[src/verilog/dmarm_pkg.sv]
// package: offsets, field layout, reset values and carriers for the map block
package dmarm_pkg;
   // ==========================================================
   // register map (memory-mapped config region byte offsets)
   localparam logic [11:0] DMARM_MAP_OFFSET = 12'hd84;
   localparam logic [11:0] DMARM_PG0_OFFSET = 12'hd86;
   localparam logic [11:0] DMARM_PG1_OFFSET = 12'hd87;
   localparam logic [11:0] DMARM_PG2_OFFSET = 12'hd88;
   // ==========================================================
   // field positions in the serial request channel map
   localparam int DMARM_P2TX_LSB = 12;
   localparam int DMARM_P1TX_LSB = 8;
   localparam int DMARM_P2RX_LSB = 4;
   localparam int DMARM_P1RX_LSB = 0;
   localparam int DMARM_SEL_W    = 4;
   localparam int DMARM_PAGE_W   = 4;
   // ==========================================================
   // reset values
   localparam logic [15:0] DMARM_MAP_RESET  = 16'h0000;
   localparam logic [7:0]  DMARM_PAGE_RESET = 8'h00;
   // ==========================================================
   // serial request sources, in order p1rx, p2rx, p1tx, p2tx
   typedef struct packed {
      logic port2_tx;
      logic port1_tx;
      logic port2_rx;
      logic port1_rx;
   } dmarm_serial_t;
   // register access request
   typedef struct packed {
      logic        wr;
      logic        rd;
      logic [11:0] addr;
      logic [15:0] wdata;
   } dmarm_reg_req_t;
endpackage : dmarm_pkg

[src/verilog/dmarm_request_map.sv]
// serial request channel map and page extensions for channels 0 to 2
// ==========================================================
// Operation
// [RULE1] map bits 15..12 pick channel 0..3 for port 2 transmit pair
// [RULE2] map bits 11..8 pick channel 0..3 for port 1 transmit pair
// [RULE3] map bits 7..4 pick channel 0..3 for port 2 receive pair
// [RULE4] map bits 3..0 pick channel 0..3 for port 1 receive pair
// [RULE5] any other field code leaves that pair unconnected
// [RULE6] request and acknowledge of a pair go to one channel
// [RULE7] page extension bits 3..0 give address bits 27..24, channels 0..2
// [RULE8] software writes zero to reserved page extension bits 7..4
// [RULE9] address is page extension, page register and address register
// [RULE10] page extension bits hold steady through a transfer
// [RULE11] channels 0..2 have no enhanced mode
// [RULE12] mapped-device select ignored while channel serves a serial port
// [RULE13] only enhanced channels step extension on 16 MB crossing
// [RULE14] unconnected pair: acknowledge held low, request ignored
module dmarm_request_map
   import dmarm_pkg::*;
(
   input  wire logic                     clk_in,
   input  wire logic                     reset_n_in,
   input  wire dmarm_pkg::dmarm_reg_req_t reg_req_in,
   output logic [15:0]                   reg_rdata_out,
   input  wire dmarm_pkg::dmarm_serial_t serial_request_in,
   output dmarm_pkg::dmarm_serial_t      serial_acknowledge_out,
   input  wire logic [3:0]               channel_acknowledge_in,
   output logic [3:0]                    channel_request_out,
   input  wire logic [3:0]               memory_mapped_device_select_in,
   output logic [3:0]                    memory_mapped_effective_out,
   input  wire logic [23:0]              ch0_low_address_in,
   input  wire logic [23:0]              ch1_low_address_in,
   input  wire logic [23:0]              ch2_low_address_in,
   output logic [27:0]                   ch0_address_out,
   output logic [27:0]                   ch1_address_out,
   output logic [27:0]                   ch2_address_out
);
   import dmarm_pkg::*;

   logic [15:0] serial_request_channel_map;
   logic [7:0]  channel0_page_extension;
   logic [7:0]  channel1_page_extension;
   logic [7:0]  channel2_page_extension;
   logic [3:0]  sel      [4];
   logic [3:0]  next_req;
   logic [3:0]  next_ack;
   logic [3:0]  served;
   logic [3:0]  page_bits [3];
   logic [23:0] low_bits  [3];
   logic [27:0] full_addr [3];

   // ==========================================================
   // limits a user must know
   // several sources on one channel share it: requests are ORed and
   // every such source sees the same channel acknowledge
   // crossbar and address outputs lag their inputs by one clock
   // reserved page bits are stored and read back, never used as address
   // map reset value sends all four pairs to channel 0

   // ==========================================================
   // register writes; page fields change only by software writes
   // map register, written as a whole word
   always_ff @(posedge clk_in or negedge reset_n_in) begin
      if (!reset_n_in) begin
         serial_request_channel_map <= DMARM_MAP_RESET;
      end else if (reg_req_in.wr && reg_req_in.addr == DMARM_MAP_OFFSET) begin
         serial_request_channel_map <= reg_req_in.wdata;
      end
   end

   // channel 0 page extension, reserved bits kept as written [RULE8]
   always_ff @(posedge clk_in or negedge reset_n_in) begin
      if (!reset_n_in) begin
         channel0_page_extension <= DMARM_PAGE_RESET;
      end else if (reg_req_in.wr && reg_req_in.addr == DMARM_PG0_OFFSET) begin
         channel0_page_extension <= reg_req_in.wdata[7:0];
      end
   end

   // channel 1 page extension
   always_ff @(posedge clk_in or negedge reset_n_in) begin
      if (!reset_n_in) begin
         channel1_page_extension <= DMARM_PAGE_RESET;
      end else if (reg_req_in.wr && reg_req_in.addr == DMARM_PG1_OFFSET) begin
         channel1_page_extension <= reg_req_in.wdata[7:0];
      end
   end

   // channel 2 page extension
   always_ff @(posedge clk_in or negedge reset_n_in) begin
      if (!reset_n_in) begin
         channel2_page_extension <= DMARM_PAGE_RESET;
      end else if (reg_req_in.wr && reg_req_in.addr == DMARM_PG2_OFFSET) begin
         channel2_page_extension <= reg_req_in.wdata[7:0];
      end
   end

   // ==========================================================
   // register reads; unmapped offsets read zero
   always_ff @(posedge clk_in or negedge reset_n_in) begin
      if (!reset_n_in) begin
         reg_rdata_out <= 16'h0000;
      end else if (reg_req_in.rd) begin
         unique case (reg_req_in.addr)
            DMARM_MAP_OFFSET: reg_rdata_out <= serial_request_channel_map;
            DMARM_PG0_OFFSET:
               reg_rdata_out <= {8'h00, channel0_page_extension};
            DMARM_PG1_OFFSET:
               reg_rdata_out <= {8'h00, channel1_page_extension};
            DMARM_PG2_OFFSET:
               reg_rdata_out <= {8'h00, channel2_page_extension};
            default:          reg_rdata_out <= 16'h0000;
         endcase
      end
   end

   // ==========================================================
   // field extraction, index = source bit of the serial carrier
   // 0 port 1 rx, 1 port 2 rx, 2 port 1 tx, 3 port 2 tx
   for (genvar g = 0; g < 4; g++) begin : g_field
      // field position of this source
      localparam int FIELD_LSB = (g == 0) ? DMARM_P1RX_LSB :
                                 (g == 1) ? DMARM_P2RX_LSB :
                                 (g == 2) ? DMARM_P1TX_LSB :
                                            DMARM_P2TX_LSB;
      // [RULE1] [RULE2] [RULE3] [RULE4]
      assign sel[g] = serial_request_channel_map[FIELD_LSB +: DMARM_SEL_W];
   end

   // ==========================================================
   // crossbar: request to channel, channel acknowledge back to source
   // request side: OR of every connected source per channel
   always_comb begin
      next_req = 4'h0;
      for (int s = 0; s < 4; s++) begin
         // codes 0000..0011 connect, all else unconnected [RULE5] [RULE14]
         if (sel[s][3:2] == 2'b00) begin
            next_req[sel[s][1:0]] = next_req[sel[s][1:0]]
                                    | serial_request_in[s];
         end
      end
   end

   // acknowledge side, same field as the request [RULE6]
   always_comb begin
      next_ack = 4'h0;
      served   = 4'h0;
      for (int s = 0; s < 4; s++) begin
         if (sel[s][3:2] == 2'b00) begin
            next_ack[s]         = channel_acknowledge_in[sel[s][1:0]];
            served[sel[s][1:0]] = 1'b1;
         end else begin
            next_ack[s] = 1'b0; // unconnected, never acknowledged [RULE14]
         end
      end
   end

   // registered channel requests
   always_ff @(posedge clk_in or negedge reset_n_in) begin
      if (!reset_n_in) begin
         channel_request_out <= 4'h0;
      end else begin
         channel_request_out <= next_req;
      end
   end

   // registered serial acknowledges
   always_ff @(posedge clk_in or negedge reset_n_in) begin
      if (!reset_n_in) begin
         serial_acknowledge_out <= '0;
      end else begin
         serial_acknowledge_out <= next_ack; // [RULE14]
      end
   end

   // mapped-device select masked on serially served channels
   always_ff @(posedge clk_in or negedge reset_n_in) begin
      if (!reset_n_in) begin
         memory_mapped_effective_out <= 4'h0;
      end else begin
         memory_mapped_effective_out <=
            memory_mapped_device_select_in & ~served; // [RULE12]
      end
   end

   // ==========================================================
   // full addresses; extension is a static register field, no stepping
   // per-channel sources; reserved bits 7..4 never reach the address
   assign page_bits[0] = channel0_page_extension[DMARM_PAGE_W-1:0]; // [RULE7]
   assign page_bits[1] = channel1_page_extension[DMARM_PAGE_W-1:0];
   assign page_bits[2] = channel2_page_extension[DMARM_PAGE_W-1:0];
   assign low_bits[0]  = ch0_low_address_in;
   assign low_bits[1]  = ch1_low_address_in;
   assign low_bits[2]  = ch2_low_address_in;

   // one address register per channel, no enhanced-mode stepping
   for (genvar c = 0; c < 3; c++) begin : g_addr
      always_ff @(posedge clk_in or negedge reset_n_in) begin
         if (!reset_n_in) begin
            full_addr[c] <= 28'h0000000;
         end else begin
            // [RULE9] [RULE10] [RULE11] [RULE13]
            full_addr[c] <= {page_bits[c], low_bits[c]};
         end
      end
   end

   // outputs are the address registers themselves
   assign ch0_address_out = full_addr[0];
   assign ch1_address_out = full_addr[1];
   assign ch2_address_out = full_addr[2];
endmodule : dmarm_request_map

[config.mk]
export PLATFORM = sky130hd
export DESIGN_NAME = dmarm_request_map
export DESIGN_NICKNAME = d
export VERILOG_FILES = /design/src/verilog/dmarm_pkg.sv /design/src/verilog/dmarm_request_map.sv
export SDC_FILE = /design/constraint.sdc
export NUM_CORES = 1
export LEC_CHECK = 0
export CORE_ASPECT_RATIO = 0.9
export CORE_MARGIN = 4
export CORE_UTILIZATION = 45
export CTS_BUF_LIST = sky130_fd_sc_hd__clkbuf_8
export DETAILED_ROUTE_END_ITERATION = 8
export DONT_BUFFER_PORTS = 1
export GPL_TIMING_DRIVEN = 0
export PLACE_DENSITY = 0.63
export SKIP_CTS_REPAIR_TIMING = 1
export SYNTH_ARGS = -nofsm -noshare
export SYNTH_HDL_FRONTEND = slang
export SYNTH_SLANG_ARGS = --single-unit
[constraint.sdc]
create_clock -name clk_in -period 3.4 [get_ports clk_in]
set_input_delay 0.34 -clock clk_in [delete_from_list [all_inputs] [get_ports clk_in]]
set_output_delay 0.34 -clock clk_in [all_outputs]
set_load 0.02 [all_outputs]
==> reports/metrics.csv <==
metric;value;unit
outcome;finished, violations left;
violations;hold timing;
critPathSlowestCell;o31ai_1;
fillers;896;
ir_drop;0.0003057;V
path_cells;or3b_2 > clkbuf_1 > o31ai_1 > o21ai_0 > a21oi_1;
ys_warn_count;0;
ys.flop_type;dfrtp_1;
antenna_found_initial;1;
timing.fmax;0.4402;GHz
setup_ws;1.128;ns
synth_area;5441;µm²
setup_tns;0;ns
skew;0.006677;ns
die_w;123.9;µm
portBuffers;0;
syn_area_per_cell;15.68;µm²
area_growth;23.98;%
post-route-min-period;2.272;ns
dp_hpwl;9431;µm
start_util;46.83;%
synth_xor_area_share;0.4829;%
grt.total_usage;18.59;%
clk_latency;0.44;ns
p_sw;0.8151;mW
synth_top_family_by_area;multiplexers;
rsz0062_at_grt;false;
path_delay_family;compound AO/OA/AOI/OAI gates;
synth-simple-area-share;8.968;%
pin_count;228;
place_area;5637;µm²
crit_arrival;2.64;ns
clockBufferDepth;2;
first_global_vias;3214;
grt_pass1_wl;19000;µm
cts-root-buf;clkbuf_8;
critPathLaunchType;flip-flop;
num_vias;3367;
cp.required;3.76;ns
finalCritPeriodShare;66.81;%
drtAntennaViolNets;0;
synthTopCellsByCount;152 x dfrtp_1, 30 x mux2_2, 19 x nor2_1;
drive_gt1_share;19.82;%
numCtsBuffers;17;
max_slew_margin;51.83;%
min_path_type;input port to async pin;
end_kind;flip-flop;
finalSetupViolCount;0;
gp_congestion;0.8312;
finalHoldViolCount;152;
cts_tree;done;
post-synth-top-count-cell;dfrtp_1;
p_leak;3.034;nW
rows;37;
synth_adder_area_share;0;%
drv_slew;0;
cp_num_cells;5;
synth-seq-cells;152;
viasPerCell;5.511;
holdWs;-0.4173;ns
synth_mux_area_share;12.09;%
combPwrFrac;3.5;%
path_buf_inv;1;
coreArea;11620;µm²
grt_overflow_total;0;
drt-total-wl;13940;µm
place_ws;1.170;ns
dieArea;13920;µm²
synth_cell_type_count;53;
drt_first_pass_iters;5;
synth_top_area_share;69.90;%
path_max_fanout;8;
layout.nets;557;
syn-num-nets;463;
synth_edf_count;0;
synthCells;347;
grt_start_max_net_pins;153;
fin_area;6746;µm²
drv_cap;0;
clkTransAtPathRegs;0.08;ns
wl_per_cell;22.82;µm
synth_area_leaders;dfrtp_1 70%, mux2_2 6.2%, mux2_4 2.8%;
drtIter0Drc;374;
worstMarginPinSlew;0.7125;ns
synth-compound-area-share;6.530;%
drc;0;
cpPeakStageDelay;0.60;ns
synth_top_area_cell;dfrtp_1;
crit_type;flip-flop to flip-flop;
p_int;2.481;mW
switching_share;24.73;%
seq_power_share;59.1;%
power_frac_clock;37.4;%
powerDensity;488.6;nW/µm²
htreeDepth;4;
clock_sinks;152;
synth-seq-area-share;69.90;%
fp.dieH;112.3;µm
async_reset_ff_share;100.0;%
rr_worst_depth;5;
==> worst register-to-register path: stages, from the launching register on <==
cell and delay, ns:
dfrtp_1 0.48, or3b_2 0.49, clkbuf_1 0.20, o31ai_1 0.61
o21ai_0 0.22, a21oi_1 0.20
==> per-stage QoR <==
step / std cells / power, mW / hold slack (ns) / utilization, %
4_1_cts: 535 / 3.261 / -0.4559 / 51.58
3_5_place_dp: 503 / 2.025 / 0.04852 / 48.51
5_1_grt: 611 / 3.443 / -0.4579 / 58.06
3_3_place_gp: 503 / 2.023 / 0.04939 / 48.51
6_report: 611 / 3.296 / -0.4173 / 58.06
2_1_floorplan: 347 / 2.006 / 0.04441 / -
==> per-layer routing <==
metal	up-vias	GRT usage [%]	part of all wire [%]
met5	-	0	0
met4	0	7.591	1.2
met3	20	7.909	11
met2	202	29.95	52
met1	1679	21.86	36
li1	1466	-	-
==> cell type report <==
class	instances	area [µm²]	area share, %
Buffer	16	76.32	1.131
Clock inverter	13	95.09	1.409
Inverter	9	33.78	0.5007
Multi-Input combinational cell	170	1528	22.64
Timing Repair Buffer	75	750.7	11.13
Sequential cell	152	3804	56.38
Clock buffer	19	261.5	3.876
Antenna cell	1	2.502	0.03709
Tap cell	156	195.2	2.893
==> kinds of logic (layout without fill, tap and decap cells) <==
family / count (synthesis) / in the layout
xor gates and xnor gates: 3 / 3
buffers and inverters: 25 / 132
other: 0 / 1
and+or+nand+nor: 73 / 73
DFF: 152 / 152
AOI/OAI and AO/OA: 42 / 42
muxes: 52 / 52
==> flip-flops by register name, indices dropped and copies added (netlist names) <==
name,flops
ch2_address_out,28
channel1_page_extension,8
channel_request_out,4
ch0_address_out,28
memory_mapped_effective_out,4
ch1_address_out,28
channel0_page_extension,8
reg_rdata_out,16
channel2_page_extension,8
serial_request_channel_map,16
serial_acknowledge_out,4
==> final timing paths <==
| path | slack, ns | end | from |
|---|---|---|---|
| min reg2reg | 0.41 | ch2_address_out[25] | channel2_page_extension[1] |
| max reg2reg | 1.13 | channel_request_out[2] | serial_request_channel_map[2] |
| max | 1.13 | channel_request_out[2] | serial_request_channel_map[2] |
| min | -0.42 | channel0_page_extension[5] | reset_n_in |
| max in group asynchronous | 3.61 | ch1_address_out[15] | reset_n_in |
| min in group clk_in | 0.03 | memory_mapped_effective_out[2] | memory_mapped_device_select_in[2] |
==> cell usage in the layout, fill, tap and decap left out, types with 6 or more instances in the layout <==
master and count:
a22o_1 8, dlygate4sd3_1 75, nor3_1 6, clkbuf_1 11
mux2_4 10, inv_1 9, dfrtp_1 152, mux2i_1 8
clkbuf_8 19, mux2_2 30, a222oi_1 6, nor4_1 8
nor2_1 19, o2bb2ai_1 8
==> power by group through the flow <==
stage	registers [mW]	logic [mW]	clock network, mW
2_1_floorplan	1.97	0.0335	0
3_3_place_gp	1.98	0.0412	0
3_5_place_dp	1.98	0.0418	0
4_1_cts	1.95	0.0421	1.27
5_1_grt	1.95	0.123	1.37
6_report	1.95	0.115	1.23
(Power assumes the default switching activity.)
